**src/core/dsrw_regs.svh**
```systemverilog
// Purpose: Constants for the drive status and reference word block.
// Assumes: One 10 MHz clock; words are 16 bits wide.
// Notes: Field positions, scaling, reset values and divider step counts only.
`ifndef DSRW_REGS_SVH
`define DSRW_REGS_SVH

// Status word bit positions
`define DSRW_SW_BUS_CTRL 4'h9
`define DSRW_SW_FREQ_OK 4'hA
`define DSRW_SW_RUNNING 4'hB
`define DSRW_SW_AUTO_RST 4'hC
`define DSRW_SW_VOLT_EXC 4'hD
`define DSRW_SW_CURR_EXC 4'hE
`define DSRW_SW_THERM_EXC 4'hF

// Command word bit positions
`define DSRW_CW_COAST_N 4'h3
`define DSRW_CW_RAMP_RUN 4'h6
`define DSRW_CW_VALID 4'hA

// Scaling: 16384 is full scale
`define DSRW_FULL_SCALE 16'h4000
`define DSRW_FULL_SCALE_SH 5'h0E
`define DSRW_POS_SAT 16'h7FFF

// Reset values
`define DSRW_SW_RST 16'h0000
`define DSRW_CMD_RST 16'h0000
`define DSRW_SP_RST 16'h0000
`define DSRW_REP_RST 16'h0000

// Divider: numerator is 16 magnitude bits shifted left by 14
`define DSRW_DIV_BITS 5'h1E
`define DSRW_DIV_LAST 5'h1D

`endif

```
**src/core/dsrw_pkg.sv**
```systemverilog
// Purpose: Types shared by the drive status and reference word block.
// Assumes: Constants live in dsrw_regs.svh.
// Notes: Thermal halt states are Gray coded along ok, halt, trip.
package dsrw_pkg;

  typedef enum logic [1:0] {
    DSRW_ST_OK = 2'b00,
    DSRW_ST_HALT = 2'b01,
    DSRW_ST_TRIP = 2'b11
  } dsrw_therm_e;

  typedef struct packed {
    dsrw_therm_e st;
    logic [15:0] sw;
    logic [15:0] cmd;
    logic [15:0] sp;
    logic [15:0] rep;
    logic taken;
    logic busy;
    logic neg;
    logic [4:0] cnt;
    logic [29:0] num;
    logic [16:0] rem;
    logic [29:0] quo;
    logic [15:0] den;
  } dsrw_state_s;

  typedef struct packed {
    logic [4:0] s1;
    logic [4:0] s2;
  } dsrw_sync_s;

endpackage

```
**src/core/dsrw_sync.sv**
```systemverilog
// Purpose: Two-stage synchroniser for the asynchronous pin inputs.
// Assumes: Pins are slow levels; no edge is narrower than two clocks.
// Notes: Only the second stage is visible to the rest of the block.
module dsrw_sync
  import dsrw_pkg::*;
(
  input wire logic clk_i, // System clock
  input wire logic nrst_i, // Async reset, active low
  input wire logic [4:0] pin_i, // Raw pin levels
  output logic [4:0] pin_o // Synchronised levels
);

  dsrw_sync_s q_r;
  dsrw_sync_s q_nxt;

  always_comb begin
    q_nxt = q_r;
    q_nxt.s1 = pin_i;
    q_nxt.s2 = q_r.s1;
  end

  always_ff @(posedge clk_i or negedge nrst_i) begin
    if (!nrst_i) begin
      q_r <= '0;
    end else begin
      q_r <= q_nxt;
    end
  end

  assign pin_o = q_r.s2;

endmodule

```
**src/core/dsrw_top.sv**
```systemverilog
// Purpose: Status word assembly, command and speed reference intake,
//   and scaled reporting of the actual output frequency.
// Assumes: Frequencies, limits and maximum share one unsigned unit;
//   current, limits and thermal timers come from same-clock logic.
// Notes: Status bits 0 to 8 read zero; they belong to another block.
`include "dsrw_regs.svh"

module dsrw_top
  import dsrw_pkg::*;
(
  input wire logic clk_i, // System clock, 10 MHz
  input wire logic nrst_i, // Async reset, active low
  input wire logic off_key_i, // Panel off/reset key pin
  input wire logic start_local_i, // Local start pin
  input wire logic coast_local_i, // Local coast request pin
  input wire logic dc_low_i, // DC link undervoltage comparator pin
  input wire logic dc_high_i, // DC link overvoltage comparator pin
  input wire logic local_site_i, // Local reference site selected
  input wire logic overtemp_i, // Temporary overtemperature flag
  input wire logic trip_i, // Drive tripped
  input wire logic [15:0] motor_current_i, // Measured motor current
  input wire logic [15:0] current_limit_i, // Configured current limit
  input wire logic [15:0] motor_timer_i, // Motor thermal timer
  input wire logic [15:0] drive_timer_i, // Drive thermal timer
  input wire logic [15:0] out_freq_i, // Signed actual output frequency
  input wire logic freq_upd_i, // Pulse: out_freq_i is new
  input wire logic [15:0] freq_low_lim_i, // Low speed limit
  input wire logic [15:0] freq_high_lim_i, // High speed limit
  input wire logic [15:0] freq_max_i, // Frequency at full scale
  input wire logic cmd_stb_i, // Pulse: command and reference present
  input wire logic [15:0] command_word_i, // Command word from master
  input wire logic [15:0] speed_setpoint_word_i, // Reference word
  output logic [15:0] drive_state_word_o, // Registered status word
  output logic [15:0] reported_frequency_word_o, // Scaled frequency
  output logic [15:0] command_word_o, // Last accepted command word
  output logic [15:0] speed_setpoint_o, // Last accepted reference
  output logic [15:0] target_freq_o, // Reference in frequency units
  output logic cmd_taken_o, // Pulse: command word accepted
  output logic run_o, // Start active without coast
  output logic conv_busy_o // Frequency scaling in progress
);

  dsrw_state_s q_r;
  dsrw_state_s q_nxt;
  logic [4:0] pin_s;
  logic off_key_s;
  logic start_local_s;
  logic coast_local_s;
  logic dc_low_s;
  logic dc_high_s;
  logic bus_ctrl;
  logic start_act;
  logic coast_act;
  logic freq_in_lim;
  logic [15:0] freq_mag;
  logic [16:0] rem_sh;
  logic [16:0] rem_sub;
  logic [15:0] mag_q;
  logic [31:0] target_prod;

  // Magnitude of a signed 16-bit word; -32768 maps to 32768
  function automatic logic [15:0] mag16(input logic [15:0] v);
    logic [15:0] r;
    r = v[15] ? (~v + 16'h0001) : v;
    return r;
  endfunction

  // Timer above full scale, used for both thermal timers
  function automatic logic over_full(input logic [15:0] t);
    logic r;
    r = (t > `DSRW_FULL_SCALE);
    return r;
  endfunction

  dsrw_sync u_sync (
    .clk_i (clk_i),
    .nrst_i (nrst_i),
    .pin_i ({dc_high_i, dc_low_i, coast_local_i, start_local_i,
      off_key_i}),
    .pin_o (pin_s)
  );

  assign off_key_s = pin_s[0];
  assign start_local_s = pin_s[1];
  assign coast_local_s = pin_s[2];
  assign dc_low_s = pin_s[3];
  assign dc_high_s = pin_s[4];

  assign bus_ctrl = !off_key_s && !local_site_i;

  // Source of start and coast follows the controlling site
  assign start_act = bus_ctrl ? q_r.cmd[`DSRW_CW_RAMP_RUN] : start_local_s;
  assign coast_act = bus_ctrl ? !q_r.cmd[`DSRW_CW_COAST_N] : coast_local_s;

  assign freq_mag = mag16(out_freq_i);

  assign freq_in_lim = (freq_mag > freq_low_lim_i) &&
    (freq_mag < freq_high_lim_i);

  // Long division step on the magnitude times full scale
  assign rem_sh = {q_r.rem[15:0], q_r.num[29]};
  assign rem_sub = rem_sh - {1'b0, q_r.den};

  // Quotients that do not fit 15 bits saturate to the positive maximum
  assign mag_q = (|q_r.quo[29:15]) ? `DSRW_POS_SAT : {1'b0, q_r.quo[14:0]};

  // Reference times maximum over full scale
  assign target_prod = $signed(q_r.sp) * $signed({1'b0, freq_max_i[14:0]});

  always_comb begin
    q_nxt = q_r;
    q_nxt.taken = 1'b0;

    if (cmd_stb_i && bus_ctrl && command_word_i[`DSRW_CW_VALID]) begin
      q_nxt.cmd = command_word_i;
      q_nxt.sp = speed_setpoint_word_i;
      q_nxt.taken = 1'b1;
    end

    case (q_r.st)
      DSRW_ST_OK: begin
        if (trip_i) begin
          q_nxt.st = DSRW_ST_TRIP;
        end else if (overtemp_i) begin
          q_nxt.st = DSRW_ST_HALT;
        end
      end
      DSRW_ST_HALT: begin
        if (trip_i) begin
          q_nxt.st = DSRW_ST_TRIP;
        end else if (!overtemp_i) begin
          q_nxt.st = DSRW_ST_OK;
        end
      end
      DSRW_ST_TRIP: begin
        // A trip returns to ok by itself once trip and overtemperature both clear
        if (!trip_i && !overtemp_i) begin
          q_nxt.st = DSRW_ST_OK;
        end
      end
      default: begin
        q_nxt.st = DSRW_ST_OK;
      end
    endcase

    q_nxt.sw = `DSRW_SW_RST;
    q_nxt.sw[`DSRW_SW_BUS_CTRL] = bus_ctrl;
    q_nxt.sw[`DSRW_SW_FREQ_OK] = freq_in_lim;
    q_nxt.sw[`DSRW_SW_RUNNING] = start_act && !coast_act;
    q_nxt.sw[`DSRW_SW_AUTO_RST] = (q_r.st == DSRW_ST_HALT);
    q_nxt.sw[`DSRW_SW_VOLT_EXC] = dc_low_s || dc_high_s;
    q_nxt.sw[`DSRW_SW_CURR_EXC] = (motor_current_i > current_limit_i);
    q_nxt.sw[`DSRW_SW_THERM_EXC] = over_full(motor_timer_i) ||
      over_full(drive_timer_i);

    if (!q_r.busy) begin
      // Updates arriving during a conversion are dropped; the next
      // one is taken, so the report can trail by every update dropped meanwhile
      if (freq_upd_i) begin
        if (freq_max_i == 16'h0000) begin
          q_nxt.rep = `DSRW_REP_RST;
        end else begin
          q_nxt.busy = 1'b1;
          q_nxt.cnt = 5'h00;
          q_nxt.neg = out_freq_i[15];
          q_nxt.num = {freq_mag, 14'h0000};
          q_nxt.rem = 17'h00000;
          q_nxt.quo = 30'h00000000;
          q_nxt.den = freq_max_i;
        end
      end
    end else begin
      q_nxt.num = {q_r.num[28:0], 1'b0};
      if (!rem_sub[16]) begin
        q_nxt.rem = rem_sub;
        q_nxt.quo = {q_r.quo[28:0], 1'b1};
      end else begin
        q_nxt.rem = rem_sh;
        q_nxt.quo = {q_r.quo[28:0], 1'b0};
      end
      q_nxt.cnt = q_r.cnt + 5'h01;
      if (q_r.cnt == `DSRW_DIV_LAST) begin
        q_nxt.busy = 1'b0;
      end
    end

    // Final quotient is stored the cycle after the last step; the old
    // word stands until then, so a read never sees a cleared report
    if (!q_r.busy && q_r.cnt == `DSRW_DIV_BITS) begin
      q_nxt.rep = q_r.neg ? (~mag_q + 16'h0001) : mag_q;
      q_nxt.cnt = 5'h00;
    end
  end

  always_ff @(posedge clk_i or negedge nrst_i) begin
    if (!nrst_i) begin
      q_r.st <= DSRW_ST_OK;
      q_r.sw <= `DSRW_SW_RST;
      q_r.cmd <= `DSRW_CMD_RST;
      q_r.sp <= `DSRW_SP_RST;
      q_r.rep <= `DSRW_REP_RST;
      q_r.taken <= 1'b0;
      q_r.busy <= 1'b0;
      q_r.neg <= 1'b0;
      q_r.cnt <= 5'h00;
      q_r.num <= 30'h00000000;
      q_r.rem <= 17'h00000;
      q_r.quo <= 30'h00000000;
      q_r.den <= 16'h0000;
    end else begin
      q_r <= q_nxt;
    end
  end

  assign drive_state_word_o = q_r.sw;
  assign reported_frequency_word_o = q_r.rep;
  assign command_word_o = q_r.cmd;
  assign speed_setpoint_o = q_r.sp;
  assign target_freq_o = target_prod[29:14];
  assign cmd_taken_o = q_r.taken;
  assign run_o = q_r.sw[`DSRW_SW_RUNNING];
  assign conv_busy_o = q_r.busy || (q_r.cnt == `DSRW_DIV_BITS);

endmodule

```
**config.mk**
```make
export PLATFORM = sky130hd
export DESIGN_NAME = dsrw_top
export DESIGN_NICKNAME = d
export VERILOG_FILES = /design/src/core/dsrw_pkg.sv /design/src/core/dsrw_sync.sv /design/src/core/dsrw_top.sv
export VERILOG_INCLUDE_DIRS = /design/src /design/src/core
export SDC_FILE = /design/constraint.sdc
export NUM_CORES = 1
export LEC_CHECK = 0
export ABC_AREA = 1
export BUFFER_PORTS_ARGS = -buffer_cell sky130_fd_sc_hd__buf_2
export CAP_MARGIN = 20
export CORE_ASPECT_RATIO = 0.8
export CORE_MARGIN = 10
export CORE_UTILIZATION = 40
export CTS_BUF_LIST = sky130_fd_sc_hd__clkbuf_4 sky130_fd_sc_hd__clkbuf_8
export CTS_CLUSTER_DIAMETER = 100
export DETAILED_ROUTE_END_ITERATION = 6
export GPL_TIMING_DRIVEN = 0
export PLACE_DENSITY_LB_ADDON = 0.25
export SYNTH_ARGS = -nofsm -noshare
export SYNTH_HDL_FRONTEND = slang
export SYNTH_SLANG_ARGS = --single-unit
```
**constraint.sdc**
```tcl
create_clock -name clk_i -period 6 [get_ports clk_i]
set_clock_uncertainty 0.15 [all_clocks]
set_input_delay 0.6 -clock clk_i [delete_from_list [all_inputs] [get_ports clk_i]]
set_output_delay 0.6 -clock clk_i [all_outputs]
set_load 0.01 [all_outputs]
```
======== Word level (Yosys, flattened, before mapping) ========
Index checks and enable logic that the tools add are counted.
storage, ports and cells
  bits in registers ....................... 167
  input bits .............................. 172
cells by class
  $add $sub $neg .......................... 4
  multiply operators ...................... 1
  $lt $le $gt $ge ......................... 5
  equal/unequal tests ..................... 10
  muxes and demuxes ....................... 23
  bitwise logic cells ..................... 4
  reductions and logical operators ........ 29
operators with widths
  kind                                                                    number
  100-bit two-way mux                                                     2
  16-bit two-way mux                                                      6
  82-bit two-way mux                                                      1
  47-bit two-way mux                                                      1
  16-bit by 1-bit adder with 16-bit output, second input constant         2
  16-bit by 15-bit > comparator with 1-bit output, second input constant  2
  16-bit > comparator                                                     2
  16-bit by 16-bit multiplier with 30-bit output                          1
  17-bit by 16-bit subtractor with 17-bit output                          1
  16-bit zero test                                                        1
  16-bit < comparator                                                     1
  15-bit NOT with 16-bit output                                           1
  16-bit NOT                                                              1
  15-bit two-way mux                                                      1
  15-bit OR reduction                                                     1
  5-bit equality test, second input constant                              2
  2-bit two-way mux                                                       5
  3-bit AND reduction                                                     3
  1-bit logical AND                                                       7
  1-bit zero test                                                         7
  3-bit inequality test, second input constant                            2
  2-bit one-hot mux with 3 select lines                                   1
  2-bit nonzero test                                                      3
  5-bit by 1-bit adder with 5-bit output, second input constant           1
  other kinds (12)                                                        21

======== Logic depth before layout (Yosys ltp) ========
Gate-level depths: netlist of run 1.
  depth after elaboration ................. 7
  gate-level depth with buffers ........... 28
  depth with buffers taken out ............ 26

======== By module ========
Synthesis of run 1 repeated with hierarchy kept, for this count alone.
unflattened totals
  cells, all modules ...................... 2392
  area, all modules ....................... 18641.6 um^2
by module, submodules not included
  module     times used  cells each  area an instance (um^2)  seq. area each (um^2)
  dsrw_top   1           2382        18391.4                  3578.4
  dsrw_sync  1           10          250.2                    250.2

======== Least setup slack after synthesis of run 1 ========
Ideal clock, no wire load.
  path type ............................... input -> output
  from .................................... in freq_max_i[2]
  to ...................................... out target_freq_o[15]
  arrival ................................. 5847 ps
  data required time ...................... 5250 ps
  setup slack ............................. -597 ps
  cell stages on the path ................. 24
  cell sequence ........................... buf_2 clkbuf_1 nand2_1 fa_1 fa_1 inv_1 fa_1 inv_1 fa_1 inv_1 fa_1 inv_1 fa_1 inv_1 ha_1 inv_1 nor3_1 nand2_1 nor3_1 inv_1 nor2_1 nor2_1 nand3_1 nand2_1
between the ends
  word-level cells in the longest chain between the ends .. 1
ends and longest elaborated chain
  what                                            line             text
  start, declared                                 dsrw_top.sv:29   input wire logic [15:0] freq_max_i,
  16-bit by 16-bit multiplier with 30-bit output  dsrw_top.sv:108  assign target_prod = $signed(q_r.sp) * $signed({1'b0, freq_max_i[14:0]});
  end, declared                                   dsrw_top.sv:37   output logic [15:0] target_freq_o,
No other way between the ends.

======== Worst setup path after layout of run 1 ========
  from .................................... reg q_r, in the netlist speed_setpoint_o[15]
  to ...................................... out target_freq_o[10]
between the ends
  word-level cells in the longest chain between the ends .. 1
ends and longest elaborated chain
  what                                            line             text
  start, declared                                 dsrw_top.sv:43   dsrw_state_s q_r;
  start signal, assigned                          dsrw_top.sv:211  q_r <= q_nxt;
  16-bit by 16-bit multiplier with 30-bit output  dsrw_top.sv:108
No other way between the ends.

==> qor.yml, run 1 <==
status: "finished with violations"
violations: "negative setup slack"
r2r_end: "q_r[58]$_DFFE_PN0P_"
cts-root-buf: "clkbuf_8"
netlist_area_sq_um: 18700
finalSetupTns_ns: -10.07
maxSlewViolCount: 0
path_max_fanout: 8
cts-hold-fix-buffers: 0
synth_top_area_cell: "fa_1"
vias_per_cell: 4.86
synth.avg_cell_area_sq_um: 7.75
finalCritPeriodShare_pct: 114
die-width_um: 262
hold_violations: 0
start_util_pct: 40.6
yosysSeqAreaShare_pct: 20.5
gp_congestion: 0.933
fp.dieArea_sq_um: 55800
wl_per_cell_um: 16.7
synth-edff-count: 0
crit_chain: "clkbuf_16 > nand2_8 > fa_2 > fa_2 > inv_4 > buf_6 > fa_1 > fa_1 > fa_1 > inv_2 > fa_1 > inv_2 > ha_4 > buf_12 > nand2_4 > nor2_4 > inv_1 > nor2_4 > nand3_2 > nand3_4 > buf_4 > xor2_1 > buf_2"
fin_ws_ns: -0.844
async_reset_ff_share_pct: 100
synthTopCellsByArea: "fa_1 25%, dfrtp_1 20%, nand2_1 13%"
fp.dieH_um: 213
ioPinCount: 255
placed_cells: 3262
final_util_pct: 50.2
placementRows: 70
finalCriticalPeriod_ns: 6.84
yosysWarnings: 0
final-setup-viol-count: 16
worstSkewPairLatency_ns: 0.49
io_buffer_count: 230
clk_pin_slew_ns: 0.09
cts_sinks: 153
synth_flop_cell: "dfrtp_1"
grt-ovfl-total: 0
initialDrtViolationCount: 988
maxSlewHeadroom_pct: 42.1
grt_pass1_vias: 17300
final_cell_mix: "577 x nand2_1, 519 x inv_1, 239 x buf_2, 216 x fa_1, 137 x dfrtp_1"
worstSetupEndpointType: "output pin"
cts_tree: "done"
place_ws_ns: -1.17
finalNonFillerCells: 3362
final_common_cell: "nand2_1"
cts_buffers: 17
synth.top_cell.area_share_pct: 25.1
synth_cells: 2411
grt_pass1_wl_mm: 91.4
htree_levels: 4
fill_cells: 4413
rr_worst_depth: 17
worstPathRequired_ns: 5.25
r2r_start: "q_r[92]$_DFFE_PN0P_"
hpwl_mm: 44.5
totalWireLength_mm: 56.1
grt_max_degree: 84
fmax_ghz: 0.146
worst_slew_pin_slew_ns: 0.869
drc: 0
clock_path_buffers: 2
regToRegSetupSlack_ns: 3.24
crit_path_top_delay_cell: "fa_2"
crit_type: "reg2out"
synthDistinctLibCells: 52
layout-drive-gt1-share_pct: 25.2
critPathLaunchType: "flop"
path_common_cell: "fa_1"
fp.coreArea_sq_um: 46000
postRouteAntennaNets: 0
track_usage_pct: 20.8
antenna_found_initial: 4
drv_cap: 0
firstDrtPassIters: 6
final_nets: 3284
area_delta_synth_final_pct: 23.6
cpPeakStageDelay_ns: 0.64
ys_seq_elements: 153
vias: 16400
cp.arrival_ns: 6.09
rsz0062_at_grt: "true"
hold_class: "in2async"
routing by layer:
layer  share of wire [%]  vias to the layer above  wire length (um)  global-route usage, %
li1                    -                     7826                 -                      -
met1                  46                     7944             25600                   28.3
met2                  43                      544             24200                   31.5
met3                  10                       42              5790                   7.62
met4                0.92                        0               514                   3.18
met5                   0                        -                 0                      0
cell families after synthesis:
kind of cell | Yosys count | share of synthesized area [%]
buffers and inverters | 722 | 16.2
other | 1 | 0.0201
xor gates and xnor gates | 49 | 2.30
adders and majority gates | 376 | 34.6
DFF | 153 | 20.5
AOI/OAI and AO/OA | 249 | 7.70
and+or+nand+nor | 861 | 18.7
Yosys cell counts (7+ instances only):
| cell type | number |
|---|---|
| nand2_1 | 629 |
| inv_1 | 564 |
| fa_1 | 234 |
| dfrtp_1 | 153 |
| ha_1 | 142 |
| nor2_1 | 105 |
| o21ai_0 | 73 |
| a21oi_1 | 72 |
| buf_4 | 67 |
| nand3_1 | 63 |
| clkbuf_1 | 60 |
| o22ai_1 | 33 |
| xor2_1 | 32 |
| buf_2 | 17 |
| xnor2_1 | 17 |
| nor3_1 | 15 |
| o21ai_1 | 14 |
| nand4_1 | 12 |
| nor4_1 | 10 |
| o211ai_1 | 10 |
| a31oi_1 | 9 |
| a21o_1 | 7 |
registers in the layout, indices dropped and copies added (netlist names):
name / cells
u_sync.q_nxt: 5
u_sync.pin_o: 5
q_r: 87
reported_frequency_word_o: 16
command_word_o: 16
cmd_taken_o: 1
drive_state_word_o: 7
speed_setpoint_o: 16
cell type report:
cell class	count	area, sq um	share of cell area, %
Antenna cell	3	7.51	0.0325
Buffer	140	1180	5.09
Clock buffer	21	270	1.17
Clock inverter	9	140	0.607
Inverter	567	2150	9.29
Multi-Input combinational cell	1544	12800	55.3
Sequential cell	153	3850	16.7
Tap cell	612	766	3.31
Timing Repair Buffer	313	1960	8.50
metrics by stage:
step,cell area (sq um),hold WS (ns)
after CTS,22500,0.0208
after global routing,23100,0.0327
after floorplan,19000,0.154
after global placement,20900,0.183
final,23100,0.00776
after detailed placement,21000,0.185
worst max path at each step:
stage	startpoint	end
finish	speed_setpoint_o[15]$_DFFE_PN0P_	target_freq_o[10]
global route	speed_setpoint_o[15]$_DFFE_PN0P_	target_freq_o[10]
CTS	speed_setpoint_o[15]$_DFFE_PN0P_	target_freq_o[15]
floorplan	freq_max_i[2]	target_freq_o[15]
global placement	speed_setpoint_o[10]$_DFFE_PN0P_	target_freq_o[11]
detailed placement	speed_setpoint_o[9]$_DFFE_PN0P_	target_freq_o[11]
critical path, delay by kind of cell (launching register included):
kind | cells | cell delay [ns]
flops | 1 | 0.45
buf+inv | 9 | 0.95
simple gates | 6 | 0.58
xor+xnor | 1 | 0.14
fa+ha+maj | 7 | 3.47
what timing repair did:
action,4_1_cts,5_1_grt
gates cloned,1,2
setup endpoints to repair,16,16
resized for setup,175,150
hold endpoints to repair,0,0
setup buffers,59,21
pin swaps,71,98
Power of run 1 is left out: the tool's default activity adds up to more than one toggle a clock period on the data nets, which glitch-free logic cannot reach.
==> run 2: changes to the inputs <==
SYNTH_HIERARCHICAL = 1   (was default)
clock period = 7.2 ns   (was 6 ns; I/O delays follow)
==> qor.yml, run 2 <==
cts-root-buf: "clkbuf_8"
synth.top_cell.area_share_pct: 25.1
hold_class: "reg2reg"
fp.dieArea_sq_um: 55700
multi_input_area_sq_um: 12300
critPathLaunchType: "primary input"
drc: 0
netlist_area_sq_um: 18600
path_max_fanout: 10
fmax_ghz: 0.141
largest_register_ffs: 87
initialDrtViolationCount: 996
totalWireLength_mm: 53.3
area_delta_synth_final_pct: 17.7
async_reset_ff_share_pct: 100
worstSkewPairLatency_ns: 0.49
synth.avg_cell_area_sq_um: 7.79
gp_congestion: 0.968
grt-ovfl-total: 0
die-width_um: 261
cts_buffers: 17
cpPeakStageDelay_ns: 0.55
io_buffer_count: 230
grt_max_degree: 77
ys_seq_elements: 153
final-setup-viol-count: 0
clock_path_buffers: 2
placementRows: 70
fin_area_sq_um: 21900
maxSlewHeadroom_pct: 40.5
synth_top_area_cell: "fa_1"
synthDistinctLibCells: 50
fill_cells: 4571
vias_per_cell: 4.82
crit_type: "in2out"
htree_levels: 4
cts_tree: "done"
fp.dieH_um: 213
crit_chain: "buf_2 > clkbuf_2 > nand2_1 > fa_1 > inv_1 > fa_1 > fa_1 > fa_1 > fa_1 > inv_1 > fa_1 > inv_1 > ha_2 > nand2_2 > nor4_4 > nand4_1 > nand3_2 > nand2_1 > nand2_1 > xor2_1 > buf_2"
worst_slew_pin_slew_ns: 0.893
status: "finished, final reports clean"
firstDrtPassIters: 5
crit_path_top_delay_cell: "fa_1"
maxSlewViolCount: 0
clk_pin_slew_ns: 0.10
ioPinCount: 255
finalCriticalPeriod_ns: 7.09
synth-edff-count: 0
cts_sinks: 153
regMostFlops: "q_r"
grt_pass1_wl_mm: 86.0
grt_pass1_vias: 16500
hold_ws_ns: 0.188
fp.coreArea_sq_um: 45900
yosysWarnings: 6
register_area_sq_um: 3850
hold_violations: 0
final_nets: 3225
min-delay-start: "u_sync/q_nxt[0]$_DFF_PN0_"
synth_commonest_cells: "616 x nand2_1, 548 x inv_1, 234 x fa_1, 153 x dfrtp_1, 142 x ha_1"
layout-drive-gt1-share_pct: 20.3
cp.arrival_ns: 6.22
track_usage_pct: 19.5
finalCritPeriodShare_pct: 98.5
path_buf_inv: 6
r2r_start: "q_r[0]$_DFFE_PN0P_"
yosysSeqAreaShare_pct: 20.5
worstPathRequired_ns: 6.33
synth_cells: 2392
rsz0062_at_grt: "true"
final_util_pct: 47.8
synthTopCellsByArea: "fa_1 25%, dfrtp_1 21%, nand2_1 12%"
path_common_cell: "fa_1"
final_common_cell: "nand2_1"
synth_flop_cell: "dfrtp_1"
synth_most_common_cell: "nand2_1"
placed_area_sq_um: 20600
wl_per_cell_um: 16.1
worstSetupEndpointType: "output pin"
drv_cap: 0
worstSetupStartpoint: "freq_max_i[10]"
postRouteAntennaNets: 0
antenna_found_initial: 2
start_util_pct: 40.6
final_cell_mix: "595 x nand2_1, 539 x inv_1, 242 x buf_2, 231 x fa_1, 139 x dfrtp_1"
hpwl_mm: 44.2
path_delay_family: "adder cells"
vias: 15900
-- run 2: changes by cell type after synthesis, sizes merged, moves of 3 or more --
| cell | before | now |
|---|---|---|
| a21oi | 74 | 81 |
| a31oi | 9 | 6 |
| buf | 95 | 99 |
| clkbuf | 60 | 56 |
| inv | 565 | 549 |
| nand2 | 634 | 621 |
| nand3 | 64 | 60 |
| nor2 | 112 | 107 |
| xnor2 | 17 | 23 |
-- run 2: per-layer routing --
layer	vias to the layer above	GRT usage, %	share of wire (%)
met1	7693	26.7	46
met3	44	6.65	9.5
met2	483	29.6	43
met5	-	0	0.021
li1	7705	-	-
met4	2	3.76	1.2
-- run 2: final cells by class --
cell class | instances | area share, %
inverter | 550 | 9.46
multi-input combinational | 1542 | 56.2
tap | 612 | 3.49
timing repair buffer | 272 | 6.98
buffer | 141 | 4.51
clock inverter | 15 | 0.707
sequential | 153 | 17.5
clock buffer | 17 | 1.07
antenna | 1 | 0.0114
-- run 2: cell families after synthesis --
kind of cell | after synthesis | share of synthesized area [%]
fa+ha+maj | 376 | 34.7
xor+xnor | 54 | 2.54
compound gates | 257 | 7.95
flops | 153 | 20.5
buf+inv | 705 | 15.9
other cells | 1 | 0.0201
simple gates | 846 | 18.4
-- run 2: per-stage QoR --
| stage | TNS, ns | setup WS [ns] | std cells |
|---|---|---|---|
| 3_5_place_dp | -6.05 | -0.778 | 3244 |
| 3_3_place_gp | -5.47 | -0.777 | 3242 |
| 5_1_grt | -0.516 | -0.131 | 3302 |
| 2_1_floorplan | 0 | 0.273 | 2400 |
| 6_report | 0 | 0.110 | 3303 |
| 4_1_cts | -0.0190 | -0.0190 | 3274 |
-- run 2: final timing paths --
| kind | depth (start not counted) | to | slack (ns) |
|---|---|---|---|
| hold / removal | 0 | u_sync/pin_o[0]$_DFF_PN0_ | 0.19 |
| min in group asynchronous | 2 | reported_frequency_word_o[10]$_DFFE_PN0P_ | 0.50 |
| setup / recovery | 21 | target_freq_o[14] | 0.11 |
| hold reg to reg | 0 | u_sync/pin_o[0]$_DFF_PN0_ | 0.19 |
| max in group asynchronous | 4 | speed_setpoint_o[11]$_DFFE_PN0P_ | 5.40 |
| setup reg to reg | 16 | q_r[58]$_DFFE_PN0P_ | 4.44 |
-- run 2: timing repair --
action                                  4_1_cts  5_1_grt
gates cloned                                  0        1
pin swaps                                     9       46
hold buffers                                  1        0
gates resized for setup                      91      126
buffers inserted                             11       27
endpoints found under the hold margin        24        0
endpoints found under the setup margin       16       16
-- run 2: worst reg2reg max path, stage by stage (launching register included) --
cell and delay [ns]:
dfrtp_1 0.40, ha_1 0.26, fa_1 0.39, inv_1 0.11, nand3_1 0.07, nand2_1 0.15
nand3_1 0.09, nand2_1 0.10, nand3_1 0.10, nand2_1 0.09, nand2_2 0.09, nand2_2 0.08
buf_6 0.15, buf_6 0.15, nand3_1 0.08, o211ai_1 0.11, nand2_1 0.08
Power of run 2 is left out for the same reason.
